<file path="src/logic/spm_consts.svh">
//----------------------------------------------------------------------
// Purpose: Register map, field positions, reset values and timing
//          constants of the serial port pin and mode control block.
// Assumes: APB register slave, one aligned 32-bit word per register.
// Notes:   Constants are macros; types live in spm_pkg.
//----------------------------------------------------------------------
// Contract
// - Disabled port releases all four pins.
// - Slave takes clock in, master drives it.
// - Two-wire data pins follow master or slave role.
// - Single-wire master uses master pin, direction bit.
// - Single-wire slave releases the master pin.
// - Single-wire slave uses slave pin, direction bit.
// - Single-wire master releases the slave pin.
// - Slave treats select pin as active-low input.
// - Master select pin: GPIO, fault input, or output.
// - Every stop mode disables the port.
// - Deep stop returns the port to reset.
// - Light stop holds all state and clocks.
// - Bit 7 enables receive-full and fault interrupt.
// - Clearing enable aborts, clears buffers and receive/transmit flags.
// - Bit 5 enables transmit-empty interrupt.
// - Bit 4 selects master (1) or slave (0).
// - Bit 3 inverts the clock, setting idle level.
// - Bit 2 places first clock edge mid or start.
// - Bit 0 selects low bit first shifting.
// - Bit 1 helps select the select-pin function.
// - Five software-visible 8-bit registers.
// - Mode-fault enable gates fault and select output.
// - Second control bit 0 single-wire, bit 3 direction.
`ifndef SPM_CONSTS_SVH
`define SPM_CONSTS_SVH

`define SPM_OFS_CTRL1   8'h00
`define SPM_OFS_CTRL2   8'h04
`define SPM_OFS_BAUD    8'h08
`define SPM_OFS_STATUS  8'h0C
`define SPM_OFS_DATA    8'h10

`define SPM_C1_RXIE     7
`define SPM_C1_EN       6
`define SPM_C1_TXIE     5
`define SPM_C1_MASTER_SELECT     4
`define SPM_C1_CLOCK_POLARITY     3
`define SPM_C1_CLOCK_PHASE     2
`define SPM_C1_SELECT_OUTPUT_ENABLE     1
`define SPM_C1_LSBF     0

`define SPM_C2_MODE_FAULT_ENABLE   4
`define SPM_C2_BIDIR_OUTPUT_ENABLE  3
`define SPM_C2_SINGLE_WIRE_SELECT     0
`define SPM_C2_MASK     8'h1B
`define SPM_BAUD_MASK   8'h77

`define SPM_ST_RXF      7
`define SPM_ST_TXE      5
`define SPM_ST_MODE_FAULT_FLAG     4

`define SPM_RST_CTRL1   8'h04
`define SPM_RST_CTRL2   8'h00
`define SPM_RST_BAUD    8'h00

`define SPM_PIN_SCK     0
`define SPM_PIN_MOSI    1
`define SPM_PIN_MISO    2
`define SPM_PIN_SS      3

`define SPM_LAST_EDGE   5'h0F

`endif

</file>
<file path="src/logic/spm_pkg.sv">
//----------------------------------------------------------------------
// Purpose: Types of the serial port pin and mode control block.
// Assumes: Used with spm_consts.svh.
// Notes:   The whole module state is one packed struct.
//----------------------------------------------------------------------
package spm_pkg;

   typedef struct packed {
      logic [7:0]  ctrl1;
      logic [7:0]  ctrl2;
      logic [7:0]  baud;
      logic [7:0]  txbuf;
      logic [7:0]  rxbuf;
      logic [7:0]  tx_sh;
      logic [7:0]  rx_sh;
      logic        tx_full;
      logic        rx_full;
      logic        mode_fault_flag;
      logic        rxf_arm;
      logic        mode_fault_flag_arm;
      logic        busy;
      logic        sclk_lvl;
      logic        stop_q;
      logic [4:0]  edge_cnt;
      logic [10:0] div_cnt;
      logic [3:0]  s1;
      logic [3:0]  s2;
      logic [3:0]  s3;
      logic [3:0]  flt;
      logic [3:0]  pin_o;
      logic [3:0]  pin_oe;
      logic [3:0]  own;
      logic        irq;
      logic        rdy;
      logic        slverr;
      logic [31:0] rdata;
   } spm_st_t;

endpackage

</file>
<file path="src/logic/spm_port_ctrl.sv">
//----------------------------------------------------------------------
// Purpose: Serial port with master/slave pin routing, single-wire mode,
//          select pin handling, stop-mode behaviour and APB registers.
// Assumes: clk_sys at 200 MHz is the bus clock; pins are asynchronous.
// Notes:   APB answers with one wait state; all outputs are registered.
//----------------------------------------------------------------------
`timescale 1ns/1ps
`include "spm_consts.svh"

module spm_port_ctrl
   import spm_pkg::*;
(
   input  wire logic        clk_sys,             // System clock.
   input  wire logic        arst_n,              // Async reset, low.
   input  wire logic        psel,                // APB select.
   input  wire logic        penable,             // APB enable.
   input  wire logic        pwrite,              // APB write.
   input  wire logic [7:0]  paddr,               // APB byte address.
   input  wire logic [31:0] pwdata,              // APB write data.
   input  wire logic [3:0]  pstrb,               // APB byte strobes.
   output logic      [31:0] prdata,              // APB read data.
   output logic             pready,              // APB ready.
   output logic             pslverr,             // APB error.
   input  wire logic        stop_light,          // Light stop level.
   input  wire logic        stop_deep,           // Deep stop level.
   input  wire logic        serial_clock_pin_in, // Clock pin level.
   output logic             serial_clock_pin_out,// Clock pin drive.
   output logic             serial_clock_pin_oe, // Clock pin enable.
   input  wire logic        mosi_pin_in,         // Master-out pin.
   output logic             mosi_pin_out,        // Master-out drive.
   output logic             mosi_pin_oe,         // Master-out enable.
   input  wire logic        miso_pin_in,         // Master-in pin.
   output logic             miso_pin_out,        // Master-in drive.
   output logic             miso_pin_oe,         // Master-in enable.
   input  wire logic        ss_n_pin_in,         // Select pin level.
   output logic             ss_n_pin_out,        // Select pin drive.
   output logic             ss_n_pin_oe,         // Select pin enable.
   output logic      [3:0]  pin_owned,           // Pin held by port.
   output logic             irq                  // Interrupt request.
);

   //-------------------------------------------------------------------
   // State and reset value
   //-------------------------------------------------------------------
   function automatic spm_st_t rst_state();
      spm_st_t s;
      s        = '0;
      s.ctrl1  = `SPM_RST_CTRL1;
      s.ctrl2  = `SPM_RST_CTRL2;
      s.baud   = `SPM_RST_BAUD;
      s.s1     = 4'hF;
      s.s2     = 4'hF;
      s.s3     = 4'hF;
      s.flt    = 4'hF;
      return s;
   endfunction

   localparam spm_st_t ST_RST = rst_state();

   spm_st_t     r_reg;
   spm_st_t     r_next;
   logic [3:0]  pin_in;
   logic        acc;
   logic        wr_done;
   logic        rd_done;
   logic        mapped;
   logic [7:0]  rd_val;
   logic [10:0] half;
   logic        din;
   logic        do_edge;
   logic        samp;
   logic [7:0]  rx_new;
   logic        rx_set;
   logic        act;
   logic        mst;

   assign pin_in = {ss_n_pin_in, miso_pin_in, mosi_pin_in,
                    serial_clock_pin_in};

   //-------------------------------------------------------------------
   // Next state
   //-------------------------------------------------------------------
   always_comb begin
      r_next  = r_reg;
      acc     = psel && penable;
      wr_done = acc && r_reg.rdy && pwrite;
      rd_done = acc && r_reg.rdy && !pwrite;
      mapped  = 1'b1;
      rd_val  = 8'h00;
      half    = 11'({7'h0, 4'({1'b0, r_reg.baud[6:4]} + 4'h1)}
                << r_reg.baud[2:0]);
      din     = 1'b0;
      do_edge = 1'b0;
      samp    = 1'b0;
      rx_new  = r_reg.rx_sh;
      rx_set  = 1'b0;
      act     = 1'b0;
      mst     = 1'b0;

      // Pins are resynchronised; a change counts once stages 2 and 3
      // agree.
      for (int i = 0; i < 4; i++) begin
         r_next.s1[i] = pin_in[i];
         r_next.s2[i] = r_reg.s1[i];
         r_next.s3[i] = r_reg.s2[i];
         if (r_reg.s2[i] == r_reg.s3[i]) begin
            r_next.flt[i] = r_reg.s3[i];
         end
      end

      // Shift engine.
      if (r_reg.ctrl1[`SPM_C1_EN]) begin
         if (r_reg.ctrl1[`SPM_C1_MASTER_SELECT]) begin
            din = r_reg.ctrl2[`SPM_C2_SINGLE_WIRE_SELECT] ? r_next.flt[`SPM_PIN_MOSI]
                                            : r_next.flt[`SPM_PIN_MISO];
            if (!r_reg.busy) begin
               if (r_reg.tx_full) begin
                  r_next.tx_sh    = r_reg.txbuf;
                  r_next.tx_full  = 1'b0;
                  r_next.busy     = 1'b1;
                  r_next.edge_cnt = 5'h00;
                  r_next.div_cnt  = 11'h000;
               end
            end else if (r_reg.div_cnt == half - 11'h001) begin
               r_next.div_cnt  = 11'h000;
               r_next.sclk_lvl = !r_reg.sclk_lvl;
               do_edge         = 1'b1;
            end else begin
               r_next.div_cnt = r_reg.div_cnt + 11'h001;
            end
         end else begin
            din = r_reg.ctrl2[`SPM_C2_SINGLE_WIRE_SELECT] ? r_next.flt[`SPM_PIN_MISO]
                                            : r_next.flt[`SPM_PIN_MOSI];
            if (r_next.flt[`SPM_PIN_SS]) begin
               r_next.busy     = 1'b0;
               r_next.edge_cnt = 5'h00;
            end else if (!r_reg.busy) begin
               r_next.tx_sh    = r_reg.tx_full ? r_reg.txbuf : 8'h00;
               r_next.tx_full  = 1'b0;
               r_next.busy     = 1'b1;
               r_next.edge_cnt = 5'h00;
            end else if (r_next.flt[`SPM_PIN_SCK]
                         != r_reg.flt[`SPM_PIN_SCK]) begin
               do_edge = 1'b1;
            end
         end
      end

      // Even edges lead; phase decides whether a leading edge samples.
      if (do_edge) begin
         samp = r_reg.edge_cnt[0] == r_reg.ctrl1[`SPM_C1_CLOCK_PHASE];
         if (samp) begin
            rx_new = r_reg.ctrl1[`SPM_C1_LSBF]
                     ? {din, r_reg.rx_sh[7:1]}
                     : {r_reg.rx_sh[6:0], din};
            r_next.rx_sh = rx_new;
         end else if (r_reg.edge_cnt != 5'h00) begin
            r_next.tx_sh = r_reg.ctrl1[`SPM_C1_LSBF]
                           ? {1'b0, r_reg.tx_sh[7:1]}
                           : {r_reg.tx_sh[6:0], 1'b0};
         end
         r_next.edge_cnt = r_reg.edge_cnt + 5'h01;
         if (r_reg.edge_cnt == `SPM_LAST_EDGE) begin
            r_next.busy     = 1'b0;
            r_next.edge_cnt = 5'h00;
            if (!r_reg.rx_full) begin
               r_next.rxbuf = rx_new;
               rx_set       = 1'b1;
            end
         end
      end

      // APB slave: first access cycle latches read data, second ends.
      unique case (paddr)
         `SPM_OFS_CTRL1:  rd_val = r_reg.ctrl1;
         `SPM_OFS_CTRL2:  rd_val = r_reg.ctrl2;
         `SPM_OFS_BAUD:   rd_val = r_reg.baud;
         `SPM_OFS_STATUS: rd_val = {r_reg.rx_full, 1'b0, !r_reg.tx_full,
                                    r_reg.mode_fault_flag, 4'h0};
         `SPM_OFS_DATA:   rd_val = r_reg.rxbuf;
         default:         mapped = 1'b0;
      endcase
      r_next.rdy = acc && !r_reg.rdy;
      if (acc && !r_reg.rdy) begin
         r_next.rdata  = {24'h000000, rd_val};
         r_next.slverr = !mapped;
      end
      if (wr_done && pstrb[0]) begin
         unique case (paddr)
            `SPM_OFS_CTRL1: begin
               r_next.ctrl1 = pwdata[7:0];
               if (r_reg.mode_fault_flag_arm) begin
                  r_next.mode_fault_flag     = 1'b0;
                  r_next.mode_fault_flag_arm = 1'b0;
               end
            end
            `SPM_OFS_CTRL2: r_next.ctrl2 = pwdata[7:0] & `SPM_C2_MASK;
            `SPM_OFS_BAUD:  r_next.baud = pwdata[7:0] & `SPM_BAUD_MASK;
            `SPM_OFS_DATA: begin
               r_next.txbuf   = pwdata[7:0];
               r_next.tx_full = 1'b1;
            end
            default: ;
         endcase
      end
      if (rd_done && paddr == `SPM_OFS_STATUS) begin
         r_next.rxf_arm  = r_reg.rx_full;
         r_next.mode_fault_flag_arm = r_reg.mode_fault_flag;
      end
      if (rd_done && paddr == `SPM_OFS_DATA && r_reg.rxf_arm) begin
         r_next.rx_full = 1'b0;
         r_next.rxf_arm = 1'b0;
      end
      if (rx_set) begin
         r_next.rx_full = 1'b1;
      end

      // A master with fault input enabled drops out when selected.
      if (r_reg.ctrl1[`SPM_C1_EN] && r_reg.ctrl1[`SPM_C1_MASTER_SELECT]
          && r_reg.ctrl2[`SPM_C2_MODE_FAULT_ENABLE] && !r_reg.ctrl1[`SPM_C1_SELECT_OUTPUT_ENABLE]
          && !r_next.flt[`SPM_PIN_SS]) begin
         r_next.mode_fault_flag                = 1'b1;
         r_next.ctrl1[`SPM_C1_MASTER_SELECT] = 1'b0;
         r_next.busy                = 1'b0;
         r_next.edge_cnt            = 5'h00;
         r_next.sclk_lvl            = 1'b0;
      end

      if (!r_next.ctrl1[`SPM_C1_EN]) begin
         r_next.busy     = 1'b0;
         r_next.tx_full  = 1'b0;
         r_next.rx_full  = 1'b0;
         r_next.rxf_arm  = 1'b0;
         r_next.txbuf    = 8'h00;
         r_next.rxbuf    = 8'h00;
         r_next.tx_sh    = 8'h00;
         r_next.rx_sh    = 8'h00;
         r_next.edge_cnt = 5'h00;
         r_next.div_cnt  = 11'h000;
         r_next.sclk_lvl = 1'b0;
      end

      if (stop_deep) begin
         r_next = ST_RST;
      end else if (stop_light) begin
         r_next = r_reg;
      end

      // Pin routing from the new state so pins track the registers.
      act            = r_next.ctrl1[`SPM_C1_EN] && !stop_light
                       && !stop_deep;
      mst            = r_next.ctrl1[`SPM_C1_MASTER_SELECT];
      r_next.stop_q  = stop_light || stop_deep;
      r_next.own     = 4'h0;
      r_next.pin_o   = 4'hF;
      r_next.pin_oe  = 4'h0;
      if (act) begin
         r_next.own[`SPM_PIN_SCK] = 1'b1;
         if (mst) begin
            r_next.pin_o[`SPM_PIN_SCK]  = r_next.sclk_lvl
                                          ^ r_next.ctrl1[`SPM_C1_CLOCK_POLARITY];
            r_next.pin_oe[`SPM_PIN_SCK] = 1'b1;
            r_next.own[`SPM_PIN_MOSI]   = 1'b1;
            r_next.pin_o[`SPM_PIN_MOSI] = r_next.ctrl1[`SPM_C1_LSBF]
                                          ? r_next.tx_sh[0]
                                          : r_next.tx_sh[7];
            r_next.pin_oe[`SPM_PIN_MOSI] = !r_next.ctrl2[`SPM_C2_SINGLE_WIRE_SELECT]
                                   || r_next.ctrl2[`SPM_C2_BIDIR_OUTPUT_ENABLE];
            r_next.own[`SPM_PIN_MISO] = !r_next.ctrl2[`SPM_C2_SINGLE_WIRE_SELECT];
            r_next.own[`SPM_PIN_SS]   = r_next.ctrl2[`SPM_C2_MODE_FAULT_ENABLE];
            if (r_next.ctrl2[`SPM_C2_MODE_FAULT_ENABLE]
                && r_next.ctrl1[`SPM_C1_SELECT_OUTPUT_ENABLE]) begin
               r_next.pin_oe[`SPM_PIN_SS] = 1'b1;
               r_next.pin_o[`SPM_PIN_SS]  = !r_next.busy;
            end
         end else begin
            r_next.own[`SPM_PIN_MISO]   = 1'b1;
            r_next.pin_o[`SPM_PIN_MISO] = r_next.ctrl1[`SPM_C1_LSBF]
                                          ? r_next.tx_sh[0]
                                          : r_next.tx_sh[7];
            r_next.pin_oe[`SPM_PIN_MISO] = (!r_next.ctrl2[`SPM_C2_SINGLE_WIRE_SELECT]
                                   || r_next.ctrl2[`SPM_C2_BIDIR_OUTPUT_ENABLE])
                                   && !r_next.flt[`SPM_PIN_SS];
            r_next.own[`SPM_PIN_MOSI] = !r_next.ctrl2[`SPM_C2_SINGLE_WIRE_SELECT];
            r_next.own[`SPM_PIN_SS]   = 1'b1;
         end
      end
      r_next.irq = (r_next.ctrl1[`SPM_C1_RXIE]
                    && (r_next.rx_full || r_next.mode_fault_flag))
                   || (r_next.ctrl1[`SPM_C1_TXIE] && !r_next.tx_full);
   end

   //-------------------------------------------------------------------
   // State register and outputs
   //-------------------------------------------------------------------
   always_ff @(posedge clk_sys or negedge arst_n) begin
      if (!arst_n) begin
         r_reg <= ST_RST;
      end else begin
         r_reg <= r_next;
      end
   end

   assign prdata               = r_reg.rdata;
   assign pready               = r_reg.rdy;
   assign pslverr              = r_reg.slverr;
   assign serial_clock_pin_out = r_reg.pin_o[`SPM_PIN_SCK];
   assign serial_clock_pin_oe  = r_reg.pin_oe[`SPM_PIN_SCK];
   assign mosi_pin_out         = r_reg.pin_o[`SPM_PIN_MOSI];
   assign mosi_pin_oe          = r_reg.pin_oe[`SPM_PIN_MOSI];
   assign miso_pin_out         = r_reg.pin_o[`SPM_PIN_MISO];
   assign miso_pin_oe          = r_reg.pin_oe[`SPM_PIN_MISO];
   assign ss_n_pin_out         = r_reg.pin_o[`SPM_PIN_SS];
   assign ss_n_pin_oe          = r_reg.pin_oe[`SPM_PIN_SS];
   assign pin_owned            = r_reg.own;
   assign irq                  = r_reg.irq;
endmodule

</file>
<file path="config.mk">
export PLATFORM = sky130hd
export DESIGN_NAME = spm_port_ctrl
export DESIGN_NICKNAME = d
export VERILOG_FILES = /design/src/logic/spm_pkg.sv /design/src/logic/spm_port_ctrl.sv
export VERILOG_INCLUDE_DIRS = /design/src /design/src/logic
export SDC_FILE = /design/constraint.sdc
export NUM_CORES = 1
export LEC_CHECK = 0
export BUFFER_PORTS_ARGS = -buffer_cell sky130_fd_sc_hd__buf_2
export CAP_MARGIN = 20
export CORE_AREA = 4 4 145 147
export CTS_CLUSTER_DIAMETER = 150
export DETAILED_ROUTE_END_ITERATION = 12
export DIE_AREA = 0 0 149 151
export PLACE_DENSITY_LB_ADDON = 0.08
export SETUP_SLACK_MARGIN = 0.02
export SLEW_MARGIN = 40
export SYNTH_ARGS = -nofsm -noshare
export SYNTH_HDL_FRONTEND = slang
export SYNTH_SLANG_ARGS = --single-unit
</file>
<file path="constraint.sdc">
create_clock -name clk_sys -period 6.5 [get_ports clk_sys]
set_input_delay 1.3 -clock clk_sys [delete_from_list [all_inputs] [get_ports clk_sys]]
set_output_delay 1.3 -clock clk_sys [all_outputs]
set_load 0.02 [all_outputs]
</file>
After elaboration in Yosys (flattened, before gate mapping)
Cells that the tools add are included.

Shift operators: 1. Equal/unequal tests: 26. Mux-type cells: 97. $add $sub $neg: 4. Bitwise operators: 1. Reductions and logical operators: 57.

Operators by type and width (count): 143-bit two-way mux (2); 8-bit two-way mux (18); 1-bit two-way mux (51); 16-bit two-way mux (3); 8-bit case mux with 5 select lines (1); 5-bit two-way mux (7); 34-bit two-way mux (1); 11-bit two-way mux (3); 33-bit two-way mux (1); 32-bit two-way mux (1); 24-bit two-way mux (1); 3-bit != test (second input constant) (7); 1-bit logical AND (19); 8-bit by 4-bit == test with 1-bit output (second input constant) (2); 3-bit AND reduction (5); 1-bit zero test (13); 12-bit two-way mux (1); 6-bit != test (second input constant) (2); 11-bit by 1-bit adder with 11-bit output (second input constant) (1); 11-bit == test (1); 4-bit by 3-bit left shift with 11-bit output (1); 11-bit by 1-bit subtractor with 11-bit output (second input constant) (1); 2-bit two-way mux (5); 2-bit nonzero test (5); other kinds (21) (34).

Flip-flop bits (word level): 143. Bits of input ports: 55.

Logic depth before layout (Yosys ltp)
Gate-level depths: netlist of run 1.

Depth after elaboration: 19. Gate-level depth with buffers: 17. Depth with buffers taken out: 13.

Least setup slack after synthesis of run 1
OpenSTA, ideal clock, no wires.

Path kind: input -> register. Start point: input port paddr[6]. End point: register r_reg, in the netlist serial_clock_pin_out. Data arrival time: 3.559 ns. Library setup time: 0.133 ns. Cell stages on the path: 12. Slack: 2.808 ns. Cells stage by stage: nor4_1 and4_1 clkbuf_1 nand3_1 a21oi_1 nand2b_1 inv_1 clkbuf_1 nand2_1 o211ai_1 and2_1 a21oi_1.

RTL lines: from (decl) (line spm_port_ctrl.sv:18) `input wire logic [7:0] paddr,`; to (signal assigned) (line spm_port_ctrl.sv:300) `r_reg <= r_next;`; to (decl) (line spm_port_ctrl.sv:60) `spm_st_t r_reg;`.

Worst setup path after layout of run 1
Start point: register r_reg[123] (netlist bit). End point: register r_reg[110] (netlist bit).

Cells in the longest elaborated chain, start to end: 10.

Ends and longest elaborated chain: 3-bit by 1-bit adder with 4-bit output (line spm_port_ctrl.sv:90) `half = 11'({7'h0, 4'({1'b0, r_reg.baud[6:4]} + 4'h1)}`; 4-bit by 3-bit left shift with 11-bit output (line spm_port_ctrl.sv:90); 11-bit by 1-bit subtractor with 11-bit output (line spm_port_ctrl.sv:124) `end else if (r_reg.div_cnt == half - 11'h001) begin`; 11-bit == test (line spm_port_ctrl.sv:124); 1-bit two-way mux (line spm_port_ctrl.sv:124); 1-bit two-way mux (line spm_port_ctrl.sv:116) `if (!r_reg.busy) begin`; 1-bit two-way mux (line spm_port_ctrl.sv:113) `` if (r_reg.ctrl1[`SPM_C1_MASTER_SELECT]) begin ``; 1-bit two-way mux (line spm_port_ctrl.sv:112) `` if (r_reg.ctrl1[`SPM_C1_EN]) begin ``; 3-bit != test (no line); 4-bit AND reduction (no line).

No other way between the ends. A chain may end at the register's enable or synchronous reset.

==> results.yml, run 1 <==
floorplan:
  rows: 52
  dieArea_um2: 22500
  io_pins: 102
  die_x_um: 149
  core_area_um2: 19900
  start_util_pct: 34.4
  die_h_um: 151
timing:
  layout_min_cycle_time_ps: 4770
  drv_slew: 0
  setup_viol: 0
  tightest_slew_ps: 785
  setup_slack_ps: 1730
  hold_viol: 0
  relSlewSlack_pct: 47.7
  finalSetupTns_ps: 0
  fin_crit_sh_pct: 73.4
  skew_ps: 9.60
  max_freq_ghz: 0.210
  fin_hold_ws_ps: 484
  rsz0062_at_grt: "no"
synth:
  ys_seq_elements: 112
  synth-async-reset-ratio_pct: 100
  ys.flop_type: "dfrtp_1"
  synth.avg_cell_area_um2: 9.32
  synth_cell_types: 85
  seq_area_frac_synth_pct: 41.2
  yosysWarnings: 0
  synth_edf_count: 0
  synth_area_um2: 6860
  synthCells: 736
worst_setup_path:
  crit_required_ps: 6730
  path_depth: 11
  worst_ep_arrival_time_ps: 5000
  regToRegStartpoint: "r_reg[123]$_DFFE_PN0P_"
  cp_max_fo: 15
  crit_path_top_delay_cell: "nor4b_4"
  cp-startpoint: "r_reg[123]$_DFFE_PN0P_"
  cp_common_cell: "a211oi_2"
  crit_type: "register to register"
  cp-end-kind: "register"
  crit_buf_inv: 0
  crit_chain: "ha_1, xor2_2, a211oi_2, o21a_1, or4_4, a311oi_2, a211oi_2, nor4b_4, or2_1, a31oi_4, o2bb2ai_1"
  rr_worst_depth: 11
  startpoint_type: "register"
  crit_family: "simple AND/OR/NAND/NOR gates"
  critPathMaxStageDelay_ps: 740
routing:
  num_vias: 5642
  first_pass_iters: 5
  post_drt_wl_per_cell_um: 18.7
  drc: 0
  wl_um: 19200
  post_drt_via_cell_ratio: 5.51
  drtIter0Drc: 405
  ant_nets: 0
grt:
  met3_usage_pct: 2.42
  gr-usage-met2_pct: 28.5
  grt_max_degree: 61
  grtUsageTotal_pct: 17.4
  top_usage_layer: "met2"
  grt-ovfl-total: 0
  grt_pass1_wl_um: 30900
  met1_usage_pct: 23.8
  grt_pass1_vias: 5444
  antenna_found_initial: 0
clocking:
  cts_resized: 0
  postCtsSetupBuffers: 0
  cts_hold_buf: 0
  h-tree-depth: 3
  numClockSinks: 112
  cts_tree: "done"
  clk_latency_ps: 360
  cts_root_buffer: "clkbuf_16"
  clk_transition_reported_paths_ps: 80
  clock_path_buffers: 2
  cts_made_buffers: 9
layout:
  layout_commonest_cell: "dfrtp_1"
  final_cell_mix: "dfrtp_1 (91), nor2_1 (57), nand2_1 (55)"
  layout.cells.non_filler: 1024
  fillers: 2043
  area_delta_synth_final_pct: 9.76
  drive_gt1_share_pct: 15.8
  n_antenna_cell: 0
  final_net_count: 809
  largest_reg_flops: 89
power:
  power.density_nw_per_um2: 179
  ir_worst_vdd_mv: 0.118
  p_leak_nw: 3.27
placement:
  io_buffer_count: 50
  place_hpwl_um: 13700
  place_ws_ps: 1710
  dp.cells: 1005
  finalWeightedCongestion: 0.824
min_path:
  holdPathStages: 2
  min_path_type: "register to register"
  holdCritStartpoint: "prdata[3]$_DFFE_PN0P_"
job:
  maxCapViolations: 0
outcome:
  status: "complete, no violations"
-- power by group --
part / total, mW / internal, mW / switching, mW
Clock: 0.553 / 0.270 / 0.284
Sequential: 0.712 / 0.707 / 0.00507
Combinational: 0.0841 / 0.0235 / 0.0607
Total: 1.35 / 1.00 / 0.349
-- cells by family after synthesis --
kind of cell / synth area share [%]
and+or+nand+nor: 19.0
AOI/OAI and AO/OA: 23.5
DFF: 41.2
buffers and inverters: 8.05
muxes: 5.05
xor gates and xnor gates: 2.10
adders and majority gates: 1.06
other: 0.0547
-- synth_stat cells, drive strengths merged (5+ instances only) --
master	count	area, um2
a211o	15	131
a32o	9	90.1
nor2	57	214
and3b	6	52.6
o2bb2ai	8	70.1
o22ai	8	50.1
a222oi	6	60.1
a21oi	36	180
a32oi	6	52.6
nand3	30	150
and3	20	125
xnor2	10	87.6
a31oi	5	46.3
a21o	10	75.1
o211ai	9	72.6
nor3b	5	37.5
dfstp	17	447
and2	8	50.1
mux2i	29	290
a211oi	8	65.1
ha	5	62.6
nand2b	13	81.3
clkbuf	30	113
inv	21	78.8
nand2	55	206
a22o	14	123
a22oi	10	75.1
nor3	7	35.0
nor2b	23	144
o21ai	39	195
dfrtp	95	2380
buf	51	357
-- worst paths after layout --
path                       slack (ps)                endpoint
hold / removal                    480   prdata[3]$_DFFE_PN0P_
hold reg to reg                   480   prdata[3]$_DFFE_PN0P_
setup reg to reg                 1730  r_reg[110]$_DFFE_PN0P_
max in group asynchronous        4470  r_reg[119]$_DFFE_PN0P_
min in group asynchronous         990   prdata[5]$_DFFE_PN0P_
setup / recovery                 1730  r_reg[110]$_DFFE_PN0P_
-- routing by layer --
layer	wire, um	vias up
li1	-	2686
met4	418	0
met2	9500	144
met1	8540	2785
met5	0	-
met3	727	27
-- stage by stage --
stage / power (mW) / utilization (%) / area (um2)
floorplan: 0.778 / - / 6940
global placement: 0.805 / 35.8 / 7120
detailed placement: 0.807 / 36.0 / 7170
CTS: 1.37 / 37.4 / 7460
global route: 1.41 / 37.8 / 7530
finish: 1.35 / 37.8 / 7530
-- worst register-to-register path, delay by kind of cell, from the launching register on --
| family | cells | cell delay [ps] |
|---|---|---|
| flip-flops | 1 | 620 |
| adder cells (fa/ha/maj) | 1 | 280 |
| XOR/XNOR | 1 | 570 |
| AND/OR/NAND/NOR | 3 | 1840 |
| AO/OA/AOI/OAI | 6 | 1340 |
-- area by class of cell --
cell class | count | area, um2 | share of cell area, %
Clock inverter | 7 | 62.6 | 0.831
Sequential cell | 112 | 2830 | 37.6
Tap cell | 270 | 338 | 4.49
Multi-Input combinational cell | 544 | 3620 | 48.1
Clock buffer | 9 | 225 | 2.99
Timing Repair Buffer | 60 | 372 | 4.94
Inverter | 22 | 82.6 | 1.10
Power figures use the tool's default switching activity.
==> run 2, diff against run 1 <==
- clock period: 6.5 -> 4.91 ns (I/O delays scaled with it)
==> results.yml, run 2 (synthesized netlist as in run 1, its figures left out) <==
grt:
  grt-ovfl-total: 0
  grt_pass1_wl_um: 30400
  grt_pass1_vias: 5483
  antenna_found_initial: 0
  grtUsageTotal_pct: 17.1
  grt_max_degree: 62
timing:
  fin_crit_sh_pct: 84.2
  layout_min_cycle_time_ps: 4140
  setup_viol: 0
  setup_slack_ps: 773
  finalSetupTns_ps: 0
  drv_slew: 0
  fin_hold_ws_ps: 482
  hold_viol: 0
  rsz0062_at_grt: "no"
  skew_ps: 11.0
  max_freq_ghz: 0.242
  relSlewSlack_pct: 46.9
  tightest_slew_ps: 796
routing:
  drtIter0Drc: 333
  drc: 0
  post_drt_wl_per_cell_um: 18.5
  wl_um: 19100
  ant_nets: 0
  num_vias: 5704
  first_pass_iters: 5
  post_drt_via_cell_ratio: 5.53
layout:
  fillers: 2047
  layout.cells.non_filler: 1032
  postLayoutCellArea_um2: 7510
  final_net_count: 817
  utilization_pct: 37.7
  area_delta_synth_final_pct: 9.51
  final_cell_mix: "dfrtp_1 (93), nor2_1 (57), nand2_1 (55)"
  layout_commonest_cell: "dfrtp_1"
  drive_gt1_share_pct: 16.0
  largest_reg_flops: 89
  n_antenna_cell: 0
worst_setup_path:
  crit_chain: "ha_1, nor2b_1, o211ai_1, ha_1, xnor2_1, nor3_1, nor3b_1, a311o_1, o21ba_2, nor4b_4, buf_4, or2_1, buf_4, a32o_1"
  worst_ep_arrival_time_ps: 4380
  cp-startpoint: "r_reg[124]$_DFFE_PN0P_"
  cp_max_fo: 10
  crit_path_top_delay_cell: "nor2b_1"
  crit_type: "register to register"
  cp-end-kind: "register"
  rr_worst_depth: 14
  path_depth: 14
  crit_family: "simple AND/OR/NAND/NOR gates"
  regToRegStartpoint: "r_reg[124]$_DFFE_PN0P_"
  crit_required_ps: 5150
  critPathMaxStageDelay_ps: 460
  startpoint_type: "register"
  crit_buf_inv: 2
min_path:
  holdPathStages: 2
  min_path_type: "register to register"
  holdCritStartpoint: "prdata[7]$_DFFE_PN0P_"
clocking:
  clk_latency_ps: 350
  cts_made_buffers: 9
  cts_hold_buf: 0
  postCtsSetupBuffers: 0
  numClockSinks: 112
  clk_transition_reported_paths_ps: 80
  cts_tree: "done"
  h-tree-depth: 3
  cts_root_buffer: "clkbuf_16"
  clock_path_buffers: 2
  cts_resized: 0
floorplan:
  die_x_um: 149
  die_h_um: 151
  core_area_um2: 19900
  rows: 52
  dieArea_um2: 22500
  io_pins: 102
  start_util_pct: 34.4
power:
  finalPower_mw: 1.77
  ir_worst_vdd_mv: 0.156
  p_leak_nw: 3.28
  power.density_nw_per_um2: 235
outcome:
  status: "complete, no violations"
placement:
  place_hpwl_um: 14000
  place_ws_ps: 684
  finalWeightedCongestion: 0.846
  dp.cells: 1016
  post_dp_cell_area_um2: 7220
  io_buffer_count: 50
job:
  maxCapViolations: 0
## run 2: cell types whose count changed in the layout (fill, tap and decap cells not counted), sizes merged
cell	change
buf	+8
clkinv	+3
inv	-3
## run 2: path summary, 6_finish.rpt
check	slack [ps]	end
hold / removal	480	prdata[7]$_DFFE_PN0P_
setup reg to reg	770	r_reg[93]$_DFFE_PN0P_
hold reg to reg	480	prdata[7]$_DFFE_PN0P_
min in group asynchronous	610	prdata[5]$_DFFE_PN0P_
max in group asynchronous	3420	r_reg[50]$_DFF_PN1_
setup / recovery	770	r_reg[93]$_DFFE_PN0P_
## run 2: cell type report
type / count / area, um2 / share of cell area [%]
tap: 270 / 338 / 4.50
inverter: 22 / 82.6 / 1.10
timing repair buffer: 68 / 392 / 5.22
clock inverter: 7 / 55.1 / 0.733
multi-input combinational: 544 / 3590 / 47.8
clock buffer: 9 / 225 / 3.00
sequential: 112 / 2830 / 37.6
## run 2: per-layer routing
metal / global-route usage (%) / part of all wire [%] / up-vias
met4: 5.77 / 2.4 / 0
met1: 23.0 / 45 / 2811
met5: 0 / 0 / -
met3: 2.57 / 4.1 / 26
met2: 28.4 / 48 / 173
li1: - / - / 2694
## run 2: where the power goes
part	switching [mW]	internal [mW]
clock network	0.366	0.352
logic	0.0787	0.0278
registers	0.00655	0.936
total	0.451	1.32
## run 2: worst reg2reg max path, stage by stage, from the launching register on
cell      delay [ps]
dfrtp_1          440
ha_1             400
nor2b_1          460
o211ai_1         180
ha_1             270
xnor2_1          270
nor3_1           100
nor3b_1          170
a311o_1          350
o21ba_2          200
nor4b_4          120
buf_4            220
or2_1            380
buf_4            230
a32o_1           250
